### config.mk
export PLATFORM = sky130hd
export DESIGN_NAME = pll_refsel
export DESIGN_NICKNAME = d
export VERILOG_FILES = /design/src/rtl/refsel_pkg.sv /design/src/rtl/edge_sync.sv /design/src/rtl/pll_refsel.sv
export SDC_FILE = /design/constraint.sdc
export NUM_CORES = 1
export LEC_CHECK = 0
export ABC_CLOCK_PERIOD_IN_PS = 1530
export BUFFER_PORTS_ARGS = -buffer_cell sky130_fd_sc_hd__clkbuf_2
export CORE_UTILIZATION = 45
export DETAILED_ROUTE_END_ITERATION = 7
export PLACE_DENSITY = 0.75
export SLEW_MARGIN = 0
export SYNTH_ARGS = -nofsm -noshare
export SYNTH_HDL_FRONTEND = slang
export SYNTH_SLANG_ARGS = --single-unit
### constraint.sdc
create_clock -name MCLK -period 1.53 [get_ports MCLK]
set_clock_uncertainty 0.05 [all_clocks]
set_input_delay 0.0765 -clock MCLK [delete_from_list [all_inputs] [get_ports MCLK]]
set_output_delay 0.0765 -clock MCLK [all_outputs]
set_load 0.01 [all_outputs]
### src/rtl/refsel_pkg.sv
// package: constants and structs for the pll reference select and switchover block
package refsel_pkg;
   // bit positions inside the 8-bit reference configuration byte
   localparam int REFCFG_DIFF_EN_BIT = 0;
   localparam int REFCFG_PRI_EN_BIT = 1;
   localparam int REFCFG_SEC_EN_BIT = 2;
   localparam int REFCFG_NONREVERT_BIT = 3;
   localparam int REFCFG_AUTO_BIT = 4;
   localparam int REFCFG_USE_PIN_BIT = 5;
   localparam int REFCFG_SEL_SEC_BIT = 6;
   localparam int REFCFG_DEGLITCH_OFF_BIT = 7;
   localparam logic [7:0] REFCFG_RESET = 8'h00;
   localparam logic [2:0] CPMODE_RESET = 3'h0;
   localparam logic [2:0] CPCUR_RESET = 3'h0;
   localparam logic [1:0] ABP_RESET = 2'h0;
   localparam logic [1:0] MISS_FALLS = 2'h2;
   localparam logic [2:0] RETURN_RISES = 3'h4;

   typedef enum logic [1:0] {
      CP_HIZ,
      CP_NORMAL,
      CP_FORCE_UP,
      CP_FORCE_DOWN
   } cp_behaviour_t;

   typedef struct packed {
      logic diff_pd;
      logic pri_pd;
      logic sec_pd;
      logic xtal_amp_on;
      logic dc_offset_on;
      logic doubler_on;
   } input_ctrl_t;

   typedef struct packed {
      logic up;
      logic down;
      logic hiz;
      logic [2:0] current;
      logic [1:0] abp_width;
   } cp_ctrl_t;

   function automatic cp_behaviour_t cp_decode(input logic [2:0] mode);
      cp_behaviour_t res;
      res = CP_HIZ;
      unique case (mode)
         3'h0, 3'h4: res = CP_HIZ;
         3'h1, 3'h5: res = CP_FORCE_UP;
         3'h2, 3'h6: res = CP_FORCE_DOWN;
         default: res = CP_NORMAL;
      endcase
      return res;
   endfunction : cp_decode
endpackage : refsel_pkg

### src/rtl/edge_sync.sv
// module: two-stage synchroniser with rise and fall detection
`timescale 1ns/1ns
module edge_sync (
   input wire logic clk, // sampling clock
   input wire logic rst, // async reset, active high
   input wire logic async_in, // level from outside the domain
   output logic level, // synchronised level
   output logic rise, // one-cycle pulse on rising edge
   output logic fall // one-cycle pulse on falling edge
);
   logic meta_reg;
   logic sync_reg;
   logic last_reg;

   always_ff @(posedge clk or posedge rst)
   begin
      if (rst)
      begin
         meta_reg <= 1'b0;
         sync_reg <= 1'b0;
         last_reg <= 1'b0;
      end
      else
      begin
         meta_reg <= async_in;
         sync_reg <= meta_reg;
         last_reg <= sync_reg;
      end
   end

   assign level = sync_reg;
   assign rise = sync_reg & ~last_reg;
   assign fall = ~sync_reg & last_reg;
endmodule : edge_sync

### src/rtl/pll_refsel.sv
// module: pll front-end control, reference selection and switchover
`timescale 1ns/1ns
// Function
// - two-bit field picks antibacklash pulse width
// - normal mode pumps up lagging, down leading
// - mode field: hiz, normal, force up, down
// - eight current steps, top step 4.8 mA
// - all reference inputs off after reset
// - input type chosen by reference config byte
// - offset bit lowers single-ended bias 140 mV
// - differential receiver off unless selected, pll up
// - single-ended buffers off: pll down, own, diff
// - crystal enable turns on maintaining amplifier
// - doubler presents twice reference frequency
// - switching only in dual single-ended mode
// - manual select from config bit or pin
// - primary missing after two secondary falls
// - secondary used from next secondary rise
// - revertive returns after four clean primary rises
// - nonrevertive stays; manual mode returns primary
// - deglitch blocks misaligned edges while switching
module pll_refsel (
   input wire logic MCLK, // 125 MHz system clock
   input wire logic RST, // async reset, active high
   input wire logic PLL_PD, // pll powered down
   input wire logic [7:0] REF_CFG, // reference configuration byte
   input wire logic DC_OFFSET, // single-ended dc offset enable
   input wire logic XTAL_EN, // crystal_amplifier_enable
   input wire logic DOUBLER_EN, // reference doubler enable
   input wire logic [2:0] CP_MODE, // charge_pump mode field
   input wire logic [2:0] CP_CURRENT, // charge_pump current step
   input wire logic [1:0] ABP_WIDTH, // antibacklash width select
   input wire logic REF_SEL_PIN, // external select pin, high = secondary
   input wire logic PRIMARY_REFERENCE, // primary reference clock pin
   input wire logic SECONDARY_REFERENCE, // secondary reference clock pin
   input wire logic FB_LAGS, // detector: feedback lags reference
   input wire logic FB_LEADS, // detector: feedback leads reference
   output refsel_pkg::input_ctrl_t IN_CTRL, // input buffer controls
   output refsel_pkg::cp_ctrl_t CP_CTRL, // charge_pump commands
   output logic REF_TO_PLL, // selected, deglitched reference
   output logic SEC_ACTIVE, // secondary in use
   output logic PRI_MISSING, // primary declared missing
   output logic SWITCH_BUSY // deglitch hold in progress
);
   logic pri_lvl, pri_rise, pri_fall, sec_lvl, sec_rise, sec_fall;
   logic pin_lvl;

   edge_sync u_pri (
      .clk(MCLK),
      .rst(RST),
      .async_in(PRIMARY_REFERENCE),
      .level(pri_lvl),
      .rise(pri_rise),
      .fall(pri_fall)
   );

   edge_sync u_sec (
      .clk(MCLK),
      .rst(RST),
      .async_in(SECONDARY_REFERENCE),
      .level(sec_lvl),
      .rise(sec_rise),
      .fall(sec_fall)
   );

   // select pin is asynchronous too; a raw read could split the select logic
   edge_sync u_pin (
      .clk(MCLK),
      .rst(RST),
      .async_in(REF_SEL_PIN),
      .level(pin_lvl),
      .rise(),
      .fall()
   );

   // configuration decode
   wire diff_sel = REF_CFG[refsel_pkg::REFCFG_DIFF_EN_BIT];
   wire pri_en = REF_CFG[refsel_pkg::REFCFG_PRI_EN_BIT];
   wire sec_en = REF_CFG[refsel_pkg::REFCFG_SEC_EN_BIT];
   wire nonrevert = REF_CFG[refsel_pkg::REFCFG_NONREVERT_BIT];
   wire deglitch_off = REF_CFG[refsel_pkg::REFCFG_DEGLITCH_OFF_BIT];
   wire dual_mode = pri_en & sec_en & ~diff_sel & ~PLL_PD;
   wire auto_mode = dual_mode & REF_CFG[refsel_pkg::REFCFG_AUTO_BIT];
   wire manual_want_sec = REF_CFG[refsel_pkg::REFCFG_USE_PIN_BIT] ?
                          pin_lvl : REF_CFG[refsel_pkg::REFCFG_SEL_SEC_BIT];
   wire pri_edge = pri_rise | pri_fall;

   // buffer power control; REF_CFG resets to zero so every input is off
   assign IN_CTRL.diff_pd = ~diff_sel | PLL_PD;
   assign IN_CTRL.pri_pd = PLL_PD | ~pri_en | diff_sel;
   assign IN_CTRL.sec_pd = PLL_PD | ~sec_en | diff_sel;
   assign IN_CTRL.xtal_amp_on = XTAL_EN & ~PLL_PD;
   assign IN_CTRL.dc_offset_on = DC_OFFSET & ~diff_sel;
   assign IN_CTRL.doubler_on = DOUBLER_EN & ~PLL_PD;

   // missing-reference monitor
   logic [1:0] miss_cnt_reg, miss_cnt_next;
   logic [2:0] ret_cnt_reg, ret_cnt_next;
   logic missing_reg, missing_next;
   logic [1:0] gap_cnt_reg, gap_cnt_next;

   always_comb
   begin
      miss_cnt_next = miss_cnt_reg;
      if (!auto_mode || pri_edge)
         miss_cnt_next = 2'h0;
      else if (sec_fall && miss_cnt_reg != refsel_pkg::MISS_FALLS)
         miss_cnt_next = miss_cnt_reg + 2'h1;
   end

   // falls of secondary since the last primary rise, for the return check
   always_comb
   begin
      gap_cnt_next = gap_cnt_reg;
      if (pri_rise)
         gap_cnt_next = 2'h0;
      else if (sec_fall && gap_cnt_reg != refsel_pkg::MISS_FALLS)
         gap_cnt_next = gap_cnt_reg + 2'h1;
   end

   always_comb
   begin
      ret_cnt_next = ret_cnt_reg;
      if (!missing_reg)
         ret_cnt_next = 3'h0;
      else if (pri_rise)
      begin
         if (gap_cnt_reg == refsel_pkg::MISS_FALLS)
            ret_cnt_next = 3'h1;
         else if (ret_cnt_reg != refsel_pkg::RETURN_RISES)
            ret_cnt_next = ret_cnt_reg + 3'h1;
      end
   end

   wire miss_hit = (miss_cnt_next == refsel_pkg::MISS_FALLS);
   wire pri_back = (ret_cnt_next == refsel_pkg::RETURN_RISES);

   always_comb
   begin
      missing_next = missing_reg;
      if (!auto_mode)
         missing_next = 1'b0;
      else if (miss_hit)
         missing_next = 1'b1;
      else if (pri_back)
         missing_next = 1'b0;
   end

   // auto selection state; nonrevertive latches the secondary
   logic auto_sec_reg, auto_sec_next;

   always_comb
   begin
      auto_sec_next = auto_sec_reg;
      if (!auto_mode)
         auto_sec_next = 1'b0;
      else if (missing_reg && sec_rise)
         auto_sec_next = 1'b1;
      else if (auto_sec_reg && !missing_reg && !nonrevert)
         auto_sec_next = 1'b0;
   end // with nonrevert, only leaving auto mode returns to primary

   wire want_sec = auto_mode ? auto_sec_reg : (dual_mode & manual_want_sec);

   // deglitch: on a change, output goes low and stays low until the new
   // reference rises; avoids runt or misaligned edges into the pll
   typedef enum logic [1:0] {
      S_RUN,
      S_WAIT_LOW,
      S_WAIT_RISE
   } sw_state_t;
   sw_state_t state_reg, state_next;
   logic cur_sec_reg, cur_sec_next;
   logic out_reg, out_next;

   wire cur_lvl = cur_sec_reg ? sec_lvl : pri_lvl;
   wire tgt_lvl = want_sec ? sec_lvl : pri_lvl;
   wire tgt_rise = want_sec ? sec_rise : pri_rise;
   wire changing = (want_sec != cur_sec_reg);

   always_comb
   begin
      state_next = state_reg;
      cur_sec_next = cur_sec_reg;
      out_next = cur_lvl;
      unique case (state_reg)
         S_RUN:
         begin
            if (changing && deglitch_off)
            begin
               cur_sec_next = want_sec;
               out_next = tgt_lvl;
            end
            else if (changing)
            begin
               state_next = S_WAIT_LOW;
               out_next = 1'b0;
            end
         end
         S_WAIT_LOW:
         begin
            out_next = 1'b0;
            if (!tgt_lvl)
               state_next = S_WAIT_RISE;
         end
         S_WAIT_RISE:
         begin
            out_next = 1'b0;
            if (tgt_rise)
            begin
               state_next = S_RUN;
               cur_sec_next = want_sec;
               out_next = 1'b1;
            end
         end
      endcase
   end

   always_ff @(posedge MCLK or posedge RST)
   begin
      if (RST)
      begin
         miss_cnt_reg <= 2'h0;
         gap_cnt_reg <= 2'h0;
         ret_cnt_reg <= 3'h0;
         missing_reg <= 1'b0;
         auto_sec_reg <= 1'b0;
         state_reg <= S_RUN;
         cur_sec_reg <= 1'b0;
         out_reg <= 1'b0;
      end
      else
      begin
         miss_cnt_reg <= miss_cnt_next;
         gap_cnt_reg <= gap_cnt_next;
         ret_cnt_reg <= ret_cnt_next;
         missing_reg <= missing_next;
         auto_sec_reg <= auto_sec_next;
         state_reg <= state_next;
         cur_sec_reg <= cur_sec_next;
         out_reg <= out_next;
      end
   end

   assign REF_TO_PLL = out_reg;
   assign SEC_ACTIVE = cur_sec_reg;
   assign PRI_MISSING = missing_reg;
   assign SWITCH_BUSY = (state_reg != S_RUN);

   // charge pump command path
   refsel_pkg::cp_behaviour_t cp_beh;
   assign cp_beh = refsel_pkg::cp_decode(CP_MODE);
   wire cp_up_next = (cp_beh == refsel_pkg::CP_FORCE_UP) |
                     ((cp_beh == refsel_pkg::CP_NORMAL) & FB_LAGS & ~FB_LEADS);
   wire cp_dn_next = (cp_beh == refsel_pkg::CP_FORCE_DOWN) |
                     ((cp_beh == refsel_pkg::CP_NORMAL) & FB_LEADS & ~FB_LAGS);
   logic cp_up_reg, cp_dn_reg, cp_hiz_reg;
   logic [2:0] cp_cur_reg;
   logic [1:0] abp_reg;

   always_ff @(posedge MCLK or posedge RST)
   begin
      if (RST)
      begin
         cp_up_reg <= 1'b0;
         cp_dn_reg <= 1'b0;
         cp_hiz_reg <= 1'b1;
         cp_cur_reg <= refsel_pkg::CPCUR_RESET;
         abp_reg <= refsel_pkg::ABP_RESET;
      end
      else
      begin
         cp_up_reg <= cp_up_next & ~PLL_PD;
         cp_dn_reg <= cp_dn_next & ~PLL_PD;
         cp_hiz_reg <= (cp_beh == refsel_pkg::CP_HIZ) | PLL_PD;
         cp_cur_reg <= CP_CURRENT;
         abp_reg <= ABP_WIDTH;
      end
   end

   assign CP_CTRL.up = cp_up_reg;
   assign CP_CTRL.down = cp_dn_reg;
   assign CP_CTRL.hiz = cp_hiz_reg;
   assign CP_CTRL.current = cp_cur_reg;
   assign CP_CTRL.abp_width = abp_reg;

   // assertions
   buf_reset_off_a: assert property (@(posedge MCLK) disable iff (RST)
      (REF_CFG == refsel_pkg::REFCFG_RESET) |-> (IN_CTRL.pri_pd & IN_CTRL.sec_pd & IN_CTRL.diff_pd))
      else $error("reference input powered with config cleared");
   diff_pd_rule_a: assert property (@(posedge MCLK) disable iff (RST)
      (PLL_PD || !diff_sel) |-> IN_CTRL.diff_pd)
      else $error("differential receiver on while not selected");
   se_pd_rule_a: assert property (@(posedge MCLK) disable iff (RST)
      (diff_sel || PLL_PD) |-> (IN_CTRL.pri_pd && IN_CTRL.sec_pd))
      else $error("single-ended buffer on in diff mode or pll down");
   cp_hiz_mode_a: assert property (@(posedge MCLK) disable iff (RST)
      (cp_beh == refsel_pkg::CP_HIZ) |=> (CP_CTRL.hiz && !CP_CTRL.up && !CP_CTRL.down))
      else $error("charge pump not high impedance in holdover");
   cp_normal_up_a: assert property (@(posedge MCLK) disable iff (RST)
      (cp_beh == refsel_pkg::CP_NORMAL && FB_LAGS && !FB_LEADS && !PLL_PD) |=> CP_CTRL.up)
      else $error("no pump up on lagging feedback");
   abp_follow_a: assert property (@(posedge MCLK) disable iff (RST)
      ##1 (CP_CTRL.abp_width == $past(ABP_WIDTH)))
      else $error("antibacklash width not taken");
   miss_declare_a: assert property (@(posedge MCLK) disable iff (RST)
      (auto_mode && !missing_reg && miss_hit) |=> PRI_MISSING)
      else $error("primary not declared missing after two falls");
   no_switch_single_a: assert property (@(posedge MCLK) disable iff (RST)
      (!dual_mode && state_reg == S_RUN && !cur_sec_reg) |=> !SEC_ACTIVE)
      else $error("switched outside dual single-ended mode");
   sec_on_rise_a: assert property (@(posedge MCLK) disable iff (RST)
      $rose(auto_sec_reg) |-> $past(sec_rise))
      else $error("secondary chosen away from a secondary rise");
   deglitch_low_a: assert property (@(posedge MCLK) disable iff (RST)
      (state_reg == S_WAIT_RISE && !tgt_rise) |=> !REF_TO_PLL)
      else $error("edge passed during deglitch hold");
   manual_ignore_a: assert property (@(posedge MCLK) disable iff (RST)
      (auto_mode && !auto_sec_reg) |-> !want_sec)
      else $error("manual select honoured in auto mode");
   cp_force_up_a: assert property (@(posedge MCLK) disable iff (RST)
      (cp_beh == refsel_pkg::CP_FORCE_UP && !PLL_PD) |=> (CP_CTRL.up && !CP_CTRL.down && !CP_CTRL.hiz))
      else $error("charge pump not forced up in test mode");
   cp_current_a: assert property (@(posedge MCLK) disable iff (RST)
      ##1 (CP_CTRL.current == $past(CP_CURRENT)))
      else $error("charge pump current step not taken");
   revert_clear_a: assert property (@(posedge MCLK) disable iff (RST)
      (auto_mode && missing_reg && pri_back && !miss_hit) |=> !PRI_MISSING)
      else $error("primary not restored after four clean rises");
   nonrevert_hold_a: assert property (@(posedge MCLK) disable iff (RST)
      (auto_mode && nonrevert && auto_sec_reg) |=> auto_sec_reg)
      else $error("left secondary while nonrevertive");
   xtal_amp_a: assert property (@(posedge MCLK) disable iff (RST)
      (XTAL_EN && !PLL_PD) |-> IN_CTRL.xtal_amp_on)
      else $error("crystal amplifier off while enabled");

   switch_sec_c: cover property (@(posedge MCLK) disable iff (RST) $rose(SEC_ACTIVE));
   revert_c: cover property (@(posedge MCLK) disable iff (RST) $fell(PRI_MISSING) && auto_mode);
   deglitch_c: cover property (@(posedge MCLK) disable iff (RST) $fell(SWITCH_BUSY));
   nonrevert_stay_c: cover property (@(posedge MCLK) disable iff (RST)
      auto_mode && nonrevert && SEC_ACTIVE && !PRI_MISSING);
   bypass_c: cover property (@(posedge MCLK) disable iff (RST) $rose(SEC_ACTIVE) && deglitch_off);
endmodule : pll_refsel

==> results.txt <==
* Final setup TNS: -0.203 ns
- Share of cells above drive strength 1: between 40% and 50%
* Clock insertion delay at the later pin of the skew report: around 0.32 ns
* Number of cells traversed by the worst hold path: 3
- The number of nets handed over by synthesis was about 160.
* Depth of the most critical reg-to-reg path: 5
* Core outline area: 0.00285 mm^2
- Global Route Usage Sum: 21.5%
- Fin Hold WS: about 0.05 ns
* Post-route ant nets: 0
- Share of synthesized cell area in full adder, half adder and majority cells: around 8.1%
* Avg Cell Area, Syn: 11.5 um^2
* Signal arrival time at the worst endpoint: ~1.8 ns
- Outcome: finished with violations
* Post-Synth Simple-Gate Area: 14.1%
- HPWL after detailed placement: ~2200 um
* Violation count after the first detailed-routing iteration: 24
* Total number of H-tree levels: 2
- Number of global-route vias before repair: around 1.2k
* Post-synthesis register bit count: 29
- In this run the power density over the cells is 1140 mW/mm^2.
* Synth warnings: 0
- Number of sinks on the clock net: 29
* Max VDD drop: 0.000935 V
- Synthesized-area fraction occupied by ao, oa, aoi and oai cells: 12.2%
* Layout area overhead: 45.4%
- Drt total wl: approximately 3200 um
* Number of I/O pins: 45
- In the finished design, the share of the clock period the worst path needs comes to 108%.
- Clock-pin slew was measured on the worst setup and hold paths at around 0.09 ns.
* Slew HR: between 70% and 80%
- Number of maximum-capacitance violations: 0
* Kind of critical path: reg -> reg
- Largest family of logic cells by synthesized area: simple AND/OR/NAND/NOR gates
- The routed layout has between 1k and 1.5k vias.
- The worst setup path is captured at a flip-flop.
* First-pass GRT wire length: about 5200 um
- CTS Root Buffer Type: clkbuf_4
- Along the worst path, the maximum fanout reaches 3.
- In this run, CTS created clock tree buffers numbering 5.
- Initial antenna violation count: 0
- Startpoint type of the worst setup path: flip-flop
* Full die area: around 0.0033 mm^2
* Fmax: 606 MHz
- Detailed-routing iteration count for the pre-antenna-repair pass: 4
- Final Critical Period: between 1.5 and 2 ns
- The number of failing hold endpoints at the final stage was 0.
- In this run the tool buffered the top-level ports with 43 buffer cells.
- Leakage power figure: ~1 nW
* Setup slack of the worst register-to-register path: -0.12 ns
- Xor and xnor fraction of the mapped netlist area: 1.89%
- Once the floorplan was initialized, standard cells occupied around half of the core.
* Chip Width: 57.6 um
* CP required: 1.68 ns
- Drt wl/cell: between 10 and 15 um
- Least-Margin Pin Slew: ~0.36 ns
- Dividing the detail-routed via count by the number of cells gives ~5.1.
- At the end of the flow the core is filled with cells to a little over two thirds.
* Non-Filler Instances: 229
- Slowest-stage cell, CP: dfrtp_1
- Pin count of the biggest net entering global routing: 30
- Including well taps, the total number of placed cells is a little over 200.
* Total standard cell area after synthesis: roughly 0.0014 mm^2
- Row generation in the floorplan step produced 19 rows.
- Chip height: 57.6 um
- The synthesized netlist contains 34 unique library cells.
* Endpoints failing setup: 2
- Peak per-stage delay on the critical path: 0.40 ns
- Clock tree from TritonCTS: done
* Maximum clock path buffer count: 2
* Kind of path behind the tightest hold check: in -> reg
- For this run the aggregate overflow at the end of global routing stands at 0.
- In the post-route analysis, the smallest setup slack over all paths is -0.121 ns.
* Antenna fix cells: 0
- Drc violations: 0
- At the end of the flow, the number of nets in the layout was around 230.
* Sequential element share of the synthesized area: 52.3%
* Final number of max-transition violations: 0
- The critical path goes through inv_2 -> ha_1 -> a222oi_1 -> mux2i_2 -> mux2_4.
* RSZ-0062 raised after global routing: true
- Violations in the final reports: setup timing
- Of the post-synthesis cell area, the part taken by muxes is under 10%.
* Final weighted congestion in routability-driven placement: roughly 0.85
- Synthesis handed over a netlist of roughly 120 instances.
## worst max-delay path, delay by kind of cell (launching register included)
family	cells	cell delay (ns)
compound gates	1	0.32
fa+ha+maj	1	0.23
buf+inv	1	0.07
flops	1	0.40
mux	2	0.48
## area by class of cell
type / instances / area [um^2]
flip-flops and latches: 29 / 727
clock buffers: 8 / 58.8
repair buffers: 73 / 482
fillers: 203 / 832
multi-input cells: 76 / 669
well taps: 31 / 38.8
inverters: 12 / 45.0
## synth_stat cells
cell type / count / area, um^2
a211oi_2: 1 / 12.5
a21boi_0: 4 / 30.0
a21o_1: 1 / 7.51
a21oi_1: 4 / 20.0
a221oi_1: 1 / 8.76
a222oi_1: 1 / 10.0
a41oi_1: 1 / 8.76
and2_1: 1 / 6.26
and2b_1: 2 / 15.0
and3b_1: 2 / 17.5
and4bb_2: 1 / 12.5
buf_2: 1 / 5.00
buf_4: 3 / 22.5
dfrtp_1: 28 / 701
dfstp_2: 1 / 26.3
ha_1: 9 / 113
inv_1: 12 / 45.0
mux2_1: 1 / 11.3
mux2_4: 1 / 15.0
mux2i_1: 6 / 60.1
nand2_1: 7 / 26.3
nand2b_1: 3 / 18.8
nand3_1: 2 / 10.0
nor2_1: 6 / 22.5
nor2b_1: 5 / 31.3
nor3b_1: 3 / 22.5
o211ai_4: 1 / 21.3
o21ai_0: 5 / 25.0
o21bai_1: 1 / 7.51
o22a_1: 1 / 8.76
o32ai_1: 1 / 8.76
or2_2: 1 / 6.26
or2b_1: 1 / 7.51
xnor2_1: 3 / 26.3
## cell usage in the layout, fill, tap and decap left out, types with 3 or more instances in the layout
| cell | count |
|---|---|
| dfrtp_1 | 28 |
| ha_2 | 3 |
| nor2_1 | 6 |
| mux2i_2 | 3 |
| dlygate4sd3_1 | 15 |
| ha_1 | 5 |
| nand2_1 | 7 |
| nor2b_1 | 4 |
| nand2b_1 | 3 |
| mux2i_1 | 3 |
| clkbuf_4 | 5 |
| buf_4 | 14 |
| inv_1 | 10 |
| clkbuf_2 | 43 |
| a21oi_1 | 4 |
| o21ai_0 | 4 |
## power breakdown
group	switching [mW]	internal [mW]	leakage, nW
registers	0.0568	0.858	0.363
clock network	0.249	0.227	0.0326
logic	0.416	0.489	0.609
## through the flow
step | instance area, um^2 | setup slack (ns) | total power, mW
after floorplan | 1410 | -0.0892 | 1.38
after global placement | 1730 | -0.0591 | 1.63
after detailed placement | 1730 | -0.160 | 1.69
after CTS | 1950 | -0.135 | 2.26
after global routing | 2020 | -0.206 | 2.44
final | 2020 | -0.121 | 2.30
## per-layer routing
layer,GRT usage (%),routed length (um),up-vias,share of wire (%)
met3,8.39,171,4,5.3
met4,7.67,25,0,0.77
li1,-,-,557,-
met1,23.2,1230,566,38
met2,38.0,1810,34,56
met5,0,0,-,0
## final timing paths
kind                                    to            from
setup / recovery              state_reg[1]    state_reg[0]
hold / removal             miss_cnt_reg[0]      REF_CFG[4]
setup reg to reg              state_reg[1]    state_reg[0]
hold reg to reg                u_pri.level  u_pri.meta_reg
max in group asynchronous       cp_hiz_reg             RST
min in group asynchronous   u_sec.last_reg             RST
## repair_timing
item	4_1_cts	5_1_grt
resized for setup	7	13
pin swaps	1	4
setup endpoints to repair	3	6
hold buffers	15	0
hold endpoints to repair	40	0
buffers inserted	1	1
## cells by family (layout without fill, tap and decap cells)
group                      after synthesis  in the layout
adders and majority gates                9              9
muxes                                    8              8
and+or+nand+nor                         34             34
buffers and inverters                   16             93
AOI/OAI and AO/OA                       22             22
xor gates and xnor gates                 3              3
DFF                                     29             29
(Power assumes the default switching activity.)
